<file path="config.mk">
export PLATFORM = sky130hd
export DESIGN_NAME = mict_top
export DESIGN_NICKNAME = d
export VERILOG_FILES = /design/src/include/mict_pkg.sv /design/src/core/mict_top.sv /design/src/core/mict_rst_track.sv /design/src/core/mict_cal_seq.sv
export VERILOG_INCLUDE_DIRS = /design/src /design/src/include
export SDC_FILE = /design/constraint.sdc
export NUM_CORES = 1
export LEC_CHECK = 0
export BUFFER_PORTS_ARGS = -buffer_cell sky130_fd_sc_hd__buf_4
export CAP_MARGIN = 20
export CORE_ASPECT_RATIO = 0.6
export CORE_UTILIZATION = 25
export CTS_BUF_LIST = sky130_fd_sc_hd__clkbuf_8
export DETAILED_ROUTE_END_ITERATION = 7
export GPL_TIMING_DRIVEN = 0
export PLACE_DENSITY_LB_ADDON = 0.12
export SETUP_SLACK_MARGIN = 0.5
export SYNTH_ARGS = -nofsm -noshare
export SYNTH_HDL_FRONTEND = slang
export SYNTH_SLANG_ARGS = --single-unit
export TNS_END_PERCENT = 1
</file>
<file path="constraint.sdc">
create_clock -name core_clk -period 2.3 [get_ports core_clk]
set_input_delay 0.46 -clock core_clk [delete_from_list [all_inputs] [get_ports core_clk]]
set_output_delay 0.46 -clock core_clk [all_outputs]
set_load 0.02 [all_outputs]
</file>
<file path="src/include/mict_defs.svh">
`ifndef MICT_DEFS_SVH
`define MICT_DEFS_SVH

// configuration space offsets
`define MICT_CAL_TIMER_OFS 12'h8c0
`define MICT_INIT_STATE_OFS 12'h8b0

// memory_init_state fields
`define MICT_INIT_SR_HOLD_BIT 8
`define MICT_INIT_DONE_BIT 7
`define MICT_INIT_IO_TRAIN_RST_BIT 5
`define MICT_INIT_REFRESH_EN_BIT 3
`define MICT_INIT_DCLK_EN_BIT 2
`define MICT_INIT_DIMM_RST_BIT 1
`define MICT_INIT_RESET 32'h0000_0122

// impedance_cal_timer fields
`define MICT_CAL_BUSY_BIT 31
`define MICT_CAL_START_BIT 30
`define MICT_CAL_IGN_LOCK_BIT 21
`define MICT_CAL_NO_FORCE_BIT 20
`define MICT_CAL_FIRST_DONE_BIT 16
`define MICT_CAL_COUNT_MSB 15
`define MICT_CAL_COUNT_LSB 0
`define MICT_CAL_COUNT_RESET 16'h0c00
`define MICT_CAL_RESET 32'h0000_0c00

`endif

</file>
<file path="src/include/mict_pkg.sv">
`default_nettype none
package mict_pkg;

  typedef enum logic [2:0] {
    MICT_CAL_IDLE = 3'b000,
    MICT_CAL_LOCK = 3'b001,
    MICT_CAL_EVAL = 3'b010,
    MICT_CAL_WAIT = 3'b011,
    MICT_CAL_LOAD = 3'b100
  } mict_cal_state_t;

  typedef struct packed {
    logic sr_hold;
    logic init_done;
    logic io_train_rst;
    logic refresh_en;
    logic dclk_en;
    logic dimm_rst;
  } mict_init_t;

  typedef struct packed {
    logic start;
    logic ign_lock;
    logic no_force;
    logic [15:0] count;
  } mict_cal_cfg_t;

endpackage
`default_nettype wire

</file>
<file path="src/core/mict_top.sv">
`include "mict_defs.svh"
`default_nettype none

// Summary of operation
// - self-refresh hold flag bit 8 resets to 1; clear at controller reset asserts dimm reset
// - flag set at controller reset keeps dram in self refresh through it
// - init-done bit 7, reset 0, tells power control unit controller is ready
// - bit 2, reset 0, enables dram clock output for all channels
// - bit 1, reset 1, drives dimm reset for all channels together
// - calibration register bit 31 reports calibration in progress
// - calibration starts only on a 0 to 1 change of start bit 30
// - hardware clears the start bit only at controller reset; software clears it and polls completion
// - bit 21 set ignores dll lock status during calibration
// - bit 20 set stops forcing the dll on during calibration
// - after evaluation trigger, wait count cycles in bits 15:0 before loading; a zero count waits one cycle
module mict_top
  import mict_pkg::*;
#(
  parameter int CNT_W = 16
) (
  // clock and reset
  input wire logic core_clk,
  input wire logic rst_n,
  input wire logic ctl_reset,
  // configuration space access
  input wire logic cfg_wr,
  input wire logic cfg_rd,
  input wire logic [11:0] cfg_addr,
  input wire logic [31:0] cfg_wdata,
  output logic [31:0] cfg_rdata,
  output logic cfg_ack,
  // dimm and dram control
  output logic dimm_reset,
  output logic dclk_enable,
  output logic refresh_enable,
  output logic io_train_reset,
  output logic selfrefresh_keep,
  output logic unwarned_reset,
  // power control unit
  output logic power_control_unit_init_done,
  // io calibration logic
  input wire logic io_dll_locked,
  input wire logic io_load_done,
  output logic io_dll_force_on,
  output logic io_eval_start,
  output logic io_load_start
);

  mict_init_t init_r;
  mict_init_t init_nxt;
  mict_cal_cfg_t cal_r;
  mict_cal_cfg_t cal_nxt;
  logic start_prev_r;
  logic cal_trig;
  logic cal_busy;
  logic cal_first_done;
  logic init_hit;
  logic cal_hit;
  logic [31:0] rdata_r;
  logic [31:0] rdata_nxt;
  logic ack_r;
  logic sr_keep;
  logic unwarned;

  // a literal cannot be bit-selected, so the reset word is named first
  localparam logic [31:0] INIT_RST = `MICT_INIT_RESET;

  assign init_hit = (cfg_addr == `MICT_INIT_STATE_OFS);
  assign cal_hit = (cfg_addr == `MICT_CAL_TIMER_OFS);

  ////////////////////////////////////////////////////////////////////////////
  // memory_init_state next value
  always_comb begin
    init_nxt = init_r;
    if (ctl_reset) begin
      // hold flag is sticky across controller reset; it decides the dimm reset
      init_nxt.init_done = 1'b0;
      init_nxt.io_train_rst = 1'b1;
      init_nxt.refresh_en = 1'b0;
      init_nxt.dclk_en = 1'b0;
      init_nxt.dimm_rst = !init_r.sr_hold;
    end else if (cfg_wr && init_hit) begin
      init_nxt.sr_hold = cfg_wdata[`MICT_INIT_SR_HOLD_BIT];
      init_nxt.init_done = cfg_wdata[`MICT_INIT_DONE_BIT];
      init_nxt.io_train_rst = cfg_wdata[`MICT_INIT_IO_TRAIN_RST_BIT];
      init_nxt.refresh_en = cfg_wdata[`MICT_INIT_REFRESH_EN_BIT];
      init_nxt.dclk_en = cfg_wdata[`MICT_INIT_DCLK_EN_BIT];
      init_nxt.dimm_rst = cfg_wdata[`MICT_INIT_DIMM_RST_BIT];
    end
  end

  always_ff @(posedge core_clk or negedge rst_n) begin
    if (!rst_n) begin
      init_r.sr_hold <= INIT_RST[`MICT_INIT_SR_HOLD_BIT];
      init_r.init_done <= INIT_RST[`MICT_INIT_DONE_BIT];
      init_r.io_train_rst <= INIT_RST[`MICT_INIT_IO_TRAIN_RST_BIT];
      init_r.refresh_en <= INIT_RST[`MICT_INIT_REFRESH_EN_BIT];
      init_r.dclk_en <= INIT_RST[`MICT_INIT_DCLK_EN_BIT];
      init_r.dimm_rst <= INIT_RST[`MICT_INIT_DIMM_RST_BIT];
    end else begin
      init_r <= init_nxt;
    end
  end

  ////////////////////////////////////////////////////////////////////////////
  // impedance_cal_timer next value; busy and first-done bits are not writable
  always_comb begin
    cal_nxt = cal_r;
    if (ctl_reset) begin
      cal_nxt.start = 1'b0;
      cal_nxt.ign_lock = 1'b0;
      cal_nxt.no_force = 1'b0;
      cal_nxt.count = `MICT_CAL_COUNT_RESET;
    end else if (cfg_wr && cal_hit) begin
      cal_nxt.start = cfg_wdata[`MICT_CAL_START_BIT];
      cal_nxt.ign_lock = cfg_wdata[`MICT_CAL_IGN_LOCK_BIT];
      cal_nxt.no_force = cfg_wdata[`MICT_CAL_NO_FORCE_BIT];
      cal_nxt.count = cfg_wdata[`MICT_CAL_COUNT_MSB:`MICT_CAL_COUNT_LSB];
    end
  end

  always_ff @(posedge core_clk or negedge rst_n) begin
    if (!rst_n) begin
      cal_r.start <= 1'b0;
      cal_r.ign_lock <= 1'b0;
      cal_r.no_force <= 1'b0;
      cal_r.count <= `MICT_CAL_COUNT_RESET;
    end else begin
      cal_r <= cal_nxt;
    end
  end

  // edge of the stored bit, not of the write, so rewriting 1 does nothing
  always_ff @(posedge core_clk or negedge rst_n) begin
    if (!rst_n) begin
      start_prev_r <= 1'b0;
    end else begin
      start_prev_r <= cal_r.start;
    end
  end

  // a rising edge while a calibration runs is dropped, not queued
  assign cal_trig = cal_r.start && !start_prev_r && !ctl_reset;

  ////////////////////////////////////////////////////////////////////////////
  // calibration sequencer
  mict_cal_seq #(
    .CNT_W(CNT_W)
  ) u_cal_seq (
    .core_clk(core_clk),
    .rst_n(rst_n),
    .clr(ctl_reset),
    .trig(cal_trig),
    .ign_lock(cal_r.ign_lock),
    .no_force(cal_r.no_force),
    .count(cal_r.count[CNT_W-1:0]),
    .io_dll_locked(io_dll_locked),
    .io_load_done(io_load_done),
    .io_dll_force_on(io_dll_force_on),
    .io_eval_start(io_eval_start),
    .io_load_start(io_load_start),
    .busy(cal_busy),
    .first_done(cal_first_done)
  );

  ////////////////////////////////////////////////////////////////////////////
  // controller reset tracking
  mict_rst_track u_rst_track (
    .core_clk(core_clk),
    .rst_n(rst_n),
    .ctl_reset(ctl_reset),
    .sr_hold(init_r.sr_hold),
    .refresh_en(init_r.refresh_en),
    .sr_keep(sr_keep),
    .unwarned(unwarned)
  );

  ////////////////////////////////////////////////////////////////////////////
  // read data, one cycle after the request; unmapped offsets read zero
  always_comb begin
    rdata_nxt = 32'h0000_0000;
    if (cfg_rd && init_hit) begin
      rdata_nxt[`MICT_INIT_SR_HOLD_BIT] = init_r.sr_hold;
      rdata_nxt[`MICT_INIT_DONE_BIT] = init_r.init_done;
      rdata_nxt[`MICT_INIT_IO_TRAIN_RST_BIT] = init_r.io_train_rst;
      rdata_nxt[`MICT_INIT_REFRESH_EN_BIT] = init_r.refresh_en;
      rdata_nxt[`MICT_INIT_DCLK_EN_BIT] = init_r.dclk_en;
      rdata_nxt[`MICT_INIT_DIMM_RST_BIT] = init_r.dimm_rst;
    end else if (cfg_rd && cal_hit) begin
      rdata_nxt[`MICT_CAL_BUSY_BIT] = cal_busy;
      rdata_nxt[`MICT_CAL_START_BIT] = cal_r.start;
      rdata_nxt[`MICT_CAL_IGN_LOCK_BIT] = cal_r.ign_lock;
      rdata_nxt[`MICT_CAL_NO_FORCE_BIT] = cal_r.no_force;
      rdata_nxt[`MICT_CAL_FIRST_DONE_BIT] = cal_first_done;
      rdata_nxt[`MICT_CAL_COUNT_MSB:`MICT_CAL_COUNT_LSB] = cal_r.count;
    end
  end

  always_ff @(posedge core_clk or negedge rst_n) begin
    if (!rst_n) begin
      rdata_r <= 32'h0000_0000;
    end else begin
      rdata_r <= rdata_nxt;
    end
  end

  always_ff @(posedge core_clk or negedge rst_n) begin
    if (!rst_n) begin
      ack_r <= 1'b0;
    end else begin
      ack_r <= cfg_rd || cfg_wr;
    end
  end

  ////////////////////////////////////////////////////////////////////////////
  // outputs
  assign cfg_rdata = rdata_r;
  assign cfg_ack = ack_r;
  assign dimm_reset = init_r.dimm_rst;
  assign dclk_enable = init_r.dclk_en;
  assign refresh_enable = init_r.refresh_en;
  assign io_train_reset = init_r.io_train_rst;
  assign power_control_unit_init_done = init_r.init_done;
  assign selfrefresh_keep = sr_keep;
  assign unwarned_reset = unwarned;
endmodule
`default_nettype wire

</file>
<file path="src/core/mict_rst_track.sv">
`default_nettype none
module mict_rst_track
  import mict_pkg::*;
(
  // clock and reset
  input wire logic core_clk,
  input wire logic rst_n,
  // controller reset and register state
  input wire logic ctl_reset,
  input wire logic sr_hold,
  input wire logic refresh_en,
  // results
  output logic sr_keep,
  output logic unwarned
);

  logic sr_keep_r;
  logic unwarned_r;

  ////////////////////////////////////////////////////////////////////////////
  // dram stays in self refresh until software turns refresh back on
  always_ff @(posedge core_clk or negedge rst_n) begin
    if (!rst_n) begin
      sr_keep_r <= 1'b0;
    end else if (ctl_reset) begin
      sr_keep_r <= sr_hold;
    end else if (refresh_en) begin
      sr_keep_r <= 1'b0;
    end
  end

  // reset without warning stays visible until the next controller reset with the hold flag set
  always_ff @(posedge core_clk or negedge rst_n) begin
    if (!rst_n) begin
      unwarned_r <= 1'b0;
    end else if (ctl_reset) begin
      unwarned_r <= !sr_hold;
    end
  end

  assign sr_keep = sr_keep_r;
  assign unwarned = unwarned_r;

endmodule
`default_nettype wire

</file>
<file path="src/core/mict_cal_seq.sv">
`default_nettype none
module mict_cal_seq
  import mict_pkg::*;
#(
  parameter int CNT_W = 16
) (
  // clock and reset
  input wire logic core_clk,
  input wire logic rst_n,
  input wire logic clr,
  // control
  input wire logic trig,
  input wire logic ign_lock,
  input wire logic no_force,
  input wire logic [CNT_W-1:0] count,
  // io calibration side
  input wire logic io_dll_locked,
  input wire logic io_load_done,
  output logic io_dll_force_on,
  output logic io_eval_start,
  output logic io_load_start,
  // status
  output logic busy,
  output logic first_done
);

  mict_cal_state_t state_r;
  logic [CNT_W-1:0] cnt_r;
  logic first_done_r;
  logic [CNT_W:0] hc_r;
  logic [CNT_W-1:0] lat_r;

  ////////////////////////////////////////////////////////////////////////////
  // sequence: dll lock, evaluate, wait, load
  always_ff @(posedge core_clk or negedge rst_n) begin
    if (!rst_n) begin
      state_r <= MICT_CAL_IDLE;
      cnt_r <= '0;
    end else if (clr) begin
      state_r <= MICT_CAL_IDLE;
      cnt_r <= '0;
    end else begin
      case (state_r)
        MICT_CAL_IDLE: begin
          if (trig) begin
            state_r <= MICT_CAL_LOCK;
          end
        end
        MICT_CAL_LOCK: begin
          if (ign_lock || io_dll_locked) begin
            state_r <= MICT_CAL_EVAL;
          end
        end
        MICT_CAL_EVAL: begin
          cnt_r <= count;
          state_r <= MICT_CAL_WAIT;
        end
        MICT_CAL_WAIT: begin
          // a zero count still waits one cycle so results never load early
          if (cnt_r <= CNT_W'(1)) begin
            state_r <= MICT_CAL_LOAD;
          end else begin
            cnt_r <= cnt_r - CNT_W'(1);
          end
        end
        MICT_CAL_LOAD: begin
          if (io_load_done) begin
            state_r <= MICT_CAL_IDLE;
          end
        end
        default: begin
          state_r <= MICT_CAL_IDLE;
        end
      endcase
    end
  end

  always_ff @(posedge core_clk or negedge rst_n) begin
    if (!rst_n) begin
      first_done_r <= 1'b0;
    end else if (clr) begin
      first_done_r <= 1'b0;
    end else if (state_r == MICT_CAL_LOAD && io_load_done) begin
      first_done_r <= 1'b1;
    end
  end

  assign busy = (state_r != MICT_CAL_IDLE);
  assign first_done = first_done_r;
  assign io_dll_force_on = busy && !no_force;
  assign io_eval_start = (state_r == MICT_CAL_EVAL);
  assign io_load_start = (state_r == MICT_CAL_LOAD);

  ////////////////////////////////////////////////////////////////////////////
  // helper: cycles since the evaluate pulse, and the count it used
  always_ff @(posedge core_clk or negedge rst_n) begin
    if (!rst_n) begin
      hc_r <= '0;
      lat_r <= '0;
    end else if (state_r == MICT_CAL_EVAL) begin
      hc_r <= (CNT_W+1)'(1);
      lat_r <= (count == '0) ? CNT_W'(1) : count;
    end else if (hc_r != '1) begin
      hc_r <= hc_r + (CNT_W+1)'(1);
    end
  end
endmodule
`default_nettype wire

</file>
# Word-level counts from Yosys, hierarchy flattened
# Index checks and enable logic that the tools add are counted.
word_totals:
  regBits: 70
  inputBits: 51
  out_inout_bits: 43
op_classes:
  n_addsub: 1
  order_cmp: 1
  n_eq_ne: 11
  n_mux: 29
  bitwise_logic: 1
  n_reduce_logical: 24
ops:
  columns: ["op", "n"]
  rows:
  - ["$mux 19", 2]
  - ["$mux 16", 2]
  - ["$pmux 16 s2", 1]
  - ["$eq 12x12->1 const B", 2]
  - ["$mux 3", 6]
  - ["$mux 17", 1]
  - ["$le 16x1->1 const B", 1]
  - ["$sub 16x1->16 const B", 1]
  - ["$pmux 3 s5", 1]
  - ["$mux 2", 5]
  - ["$mux 5", 2]
  - ["$ne 3x3->1 const B", 3]
  - ["$logic_and 1x1->1", 8]
  - ["$mux 1", 8]
  - ["$mux 8", 1]
  - ["$reduce_bool 2->1", 4]
  - ["$eq 3x2->1 const B", 2]
  - ["$ne 3x2->1 const B", 2]
  - ["$reduce_bool 3->1", 2]
  - ["$logic_not 1->1", 4]
  - ["$reduce_and 2->1", 2]
  - ["$reduce_and 4->1", 1]
  - ["$eq 3x1->1 const B", 1]
  - ["$eq 3x3->1 const B", 1]
  - ["other kinds (3)", 4]

# Depth between registers and ports, before layout
logic_depth:
  ltp_word: 6
  depth_mapped: 8
  ltp_nobuf: 7

# By module
# A second synthesis with hierarchy kept.
hier_totals:
  cells_unflattened: 361
  area_unflattened_um2: 3691.0
modules_own_cells:
  columns: ["module", "instances", "cells_per_inst", "area_per_inst_um2", "seq_area_each_um2"]
  rows:
  - ["mict_top", 1, 190, 2215.9, 1207.4]
  - ["mict_cal_seq", 1, 165, 1398.8, 500.5]
  - ["mict_rst_track", 1, 6, 76.3, 50.0]

# Worst setup path before layout
# No wires, ideal clock.
synth_path:
  path_kind: "register -> register"
  from: "reg u_cal_seq.cnt_r[0]"
  to: "reg u_cal_seq.cnt_r[12]"
  setup_time_ns: 0.137
  arrival_time_ns: 1.965
  path_slack_ns: 0.198
  stages_incl_launch_ff: 9
  n_path_buf: 1
  synth_period_minus_slack_ns: 2.102
  cell_sequence: "dfrtp_1 inv_1 ha_1 or3b_2 buf_6 or3_4 o31a_1 o21ai_2 a21oi_1"
synth_between:
  elab_chain_len: 4
synth_rtl:
  columns: ["element", "line_no", "rtl"]
  rows:
  - ["from (decl)", "mict_cal_seq.sv:28", "logic [CNT_W-1:0] cnt_r;"]
  - ["from (signal assigned)", "mict_cal_seq.sv:55", "cnt_r <= count;"]
  - ["from (signal assigned)", "mict_cal_seq.sv:63", "cnt_r <= cnt_r - CNT_W'(1);"]
  - ["$sub 16x1->16", "mict_cal_seq.sv:63", null]
  - ["$mux 16", "mict_cal_seq.sv:60", "if (cnt_r <= CNT_W'(1)) begin"]
  - ["$pmux 16 s2", "mict_cal_seq.sv:43", "case (state_r)"]
  - ["$mux 16", "mict_cal_seq.sv:39", "end else if (clr) begin"]
# Several ways; a longest one is shown, not always the timed one. The select of a mux whose other input is x is not followed.
# A chain may end at the register's enable or synchronous reset.

# Worst setup path in the final report
# Ends and elaborated chain as after synthesis.

==> metrics <==
GR Overflow Total 0; drt via density 4.85; design area 0.00437 sq mm; leading area contributor after synthesis dfrtp_1; Clock Skew 0.0139 ns; hold_ws 0.215 ns; Async SR Flop Fraction 100%; CP max FO 7; core area 0.0129 sq mm; Distinct cells, synth 54; worst skew pair latency 0.36 ns; Tcrit/Tclk final 95.8%; compound-cell area share of the yosys netlist 19.6%; root buf cell clkbuf_8; Worst Max-Slew Pin Slew 0.913 ns; area grow syn2layout 30.9%; crit path DAT 2.42 ns; Num CTS Buffers 9; initial antenna violation count 0; largest net degree at the start of global routing 71; Simple-Gate Fraction of Synth Area 19.8%; Top FF cell, synth dfrtp_1; Initial DRC Count 185; n_diodes 0; Die Area 0.0138 sq mm; Synth area leaders dfrtp_1, a21oi_1, o21ai_0, nand2_1, dfstp_2; PwrDens 516 mW/mm^2; main combinational cell family by area after synthesis simple AND/OR/NAND/NOR gates; WP data required 2.52 ns; Reg2Reg Setup Slack 0.1 ns; number of global-route vias before repair 2,875; Slowest-stage cell, CP dfrtp_2; Yosys top cell area share 48.7%; CTS sink count 70; maximum clock rate 454 MHz; Total Routed Length 10.5 mm; most frequent cells in the layout buf_4, dfrtp_1, nand2_1; WL per Instance 16.8 um; crit path cell chain inv_2, ha_4, or3b_4, buf_6, or3_4, o31a_1, o21ai_2, a21oi_2; Placed Area 0.00410 sq mm; H-tree depth 3; HPWL Detailed 7.75 mm; Total Power 2.25 mW; XOR/XNOR share of the synthesized area 0%; GPL Wtd Cong 0.824; Seq. cell area 0.00176 sq mm; maximum buffer depth of the clock tree 2; max cap viols 0; status finished, final reports clean; First-pass DRT Iterations 4; cell count after synthesis 353; commonest non-fill, non-tap cell in the layout buf_4; CP peak stage delay 0.43 ns; Post-Synth Adder-Cell Area 0.750%; Worst VDD drop 0.235 mV; LEAKAGE 2.02 nW; number of flops mapped to enable cells by yosys 0; Final Hold Vio Count 0; Die Wd 151 um; cell area after synthesis 0.00334 sq mm; FF-to-FF End u_cal_seq.cnt_r[12]; unrepaired setup endpoints after global routing true; Routed Antenna Nets 0; YS warnings 0; min Tclk post-route 2.20 ns; Slew Viols, Final 0; post-synthesis mux area share 0.937%; multi-input logic area 0.00148 sq mm; final net count 500; FF-to-FF path depth 8; Synth Register Bits 70; share of layout cells above drive strength 1 29.4%; kind of critical path flip-flop to flip-flop; Filler Cells Inserted 1,392; Slew headroom 39.1%; global-route wire length before repair 16.5 mm; CTS Hold Buffers Added 0; TritonCTS clock tree done; Worst Setup SP u_cal_seq.cnt_r[0]; count of final setup violators 0; Die H 91.5 um; Port Buffers 68; io pins 94; Critical Path End Type flip-flop; Initial Utilization 25.8%; Total GRT Usage 16.1%; DRC violations left 0; vias after detailed routing 3,014; Worst setup endpoint u_cal_seq.cnt_r[12]; Worst-path clk slew 0.08 ns; num rows 32; CP Launch Type flip-flop; R2R Path Start u_cal_seq.cnt_r[0]; Syn Area/Cell 9.45 sq um; path type of the worst min-delay path input pin to async pin; sequential element share of the synthesized area 52.7%
state kept, by name, summed over array words and instances, names as in the netlist:
register	flops
init_r	1
u_rst_track.unwarned	1
refresh_enable	1
power_control_unit_init_done	1
io_train_reset	1
dimm_reset	1
u_cal_seq.first_done	1
u_cal_seq.state_r	3
cfg_rdata	21
u_rst_track.sr_keep	1
cfg_ack	1
cal_r	19
start_prev_r	1
dclk_enable	1
u_cal_seq.cnt_r	16
worst min path at each step:
stage / endpoint / slack, ns / cells past startpoint
after floorplan: cal_r[0] / 0.16 / 0
after global placement: start_prev_r / 0.38 / 0
after detailed placement: start_prev_r / 0.38 / 0
after CTS: cfg_rdata[20] / 0.27 / 1
after global routing: cfg_rdata[20] / 0.29 / 1
final: cfg_rdata[20] / 0.21 / 1
critical path: cells and delay by family, from the launching register on:
| family | cells | cell delay [ns] |
|---|---|---|
| compound gates | 3 | 0.49 |
| fa+ha+maj | 1 | 0.13 |
| buf+inv | 2 | 0.22 |
| simple gates | 2 | 0.79 |
| flops | 1 | 0.43 |
metrics by stage:
stage / cells / TNS [ns] / worst slack, ns / utilization (%)
2_1_floorplan: 363 / 0 / 0.281 / -
3_3_place_gp: 601 / -1.65 / -0.140 / 31.7
3_5_place_dp: 601 / -2.76 / -0.190 / 31.7
4_1_cts: 619 / 0 / 0.122 / 33.3
5_1_grt: 622 / 0 / 0.0224 / 33.8
6_report: 622 / 0 / 0.0967 / 33.8
where the power goes:
group,internal (mW),switching (mW)
logic,0.0616,0.0890
registers,1.23,0.00104
clock network,0.385,0.484
total,1.68,0.574
routing by layer:
layer / vias up / global-route usage [%] / share of wire [%]
met5: - / 0 / 0
met3: 6 / 4.62 / 7.7
met4: 0 / 3.50 / 0.53
li1: 1423 / - / -
met1: 1491 / 25.2 / 51
met2: 94 / 21.2 / 41
what timing repair did:
action	in CTS	in global routing
resized for setup	6	9
buffers inserted	2	3
pin swaps	0	2
endpoints found under the setup margin	56	66
cell families after synthesis:
logic type      count (synthesis)
compound gates                109
fa+ha+maj                       2
buf+inv                        37
flops                          70
mux                             3
other cells                     1
simple gates                  131
Yosys cell counts, types with 2 or more instances:
cell / count
and2_1: 16
mux2i_1: 2
buf_6: 2
nor3_1: 14
buf_4: 12
o211ai_1: 3
or3_1: 2
nand4_1: 2
dfstp_2: 5
o41ai_1: 2
or3b_2: 2
ha_1: 2
a211oi_1: 3
o22ai_1: 4
buf_2: 2
buf_1: 2
nor2b_1: 2
nand2b_1: 2
a31oi_1: 2
o31ai_1: 2
nor2_1: 23
nor2_2: 2
nand3_1: 6
clkbuf_1: 13
inv_1: 6
dfrtp_1: 65
a22o_1: 8
o21ai_0: 36
a21oi_1: 36
nand3b_1: 2
or2_2: 2
nor4_1: 7
o311ai_0: 3
nand2_1: 41
cell type report:
| class | count | share of cell area, % |
|---|---|---|
| buffer | 31 | 4.15 |
| clock buffer | 9 | 2.84 |
| clock inverter | 7 | 1.00 |
| inverter | 6 | 0.515 |
| multi-input combinational | 256 | 33.8 |
| sequential | 70 | 40.3 |
| tap | 170 | 4.87 |
| timing repair buffer | 73 | 12.5 |
(Power assumes the default switching activity.)
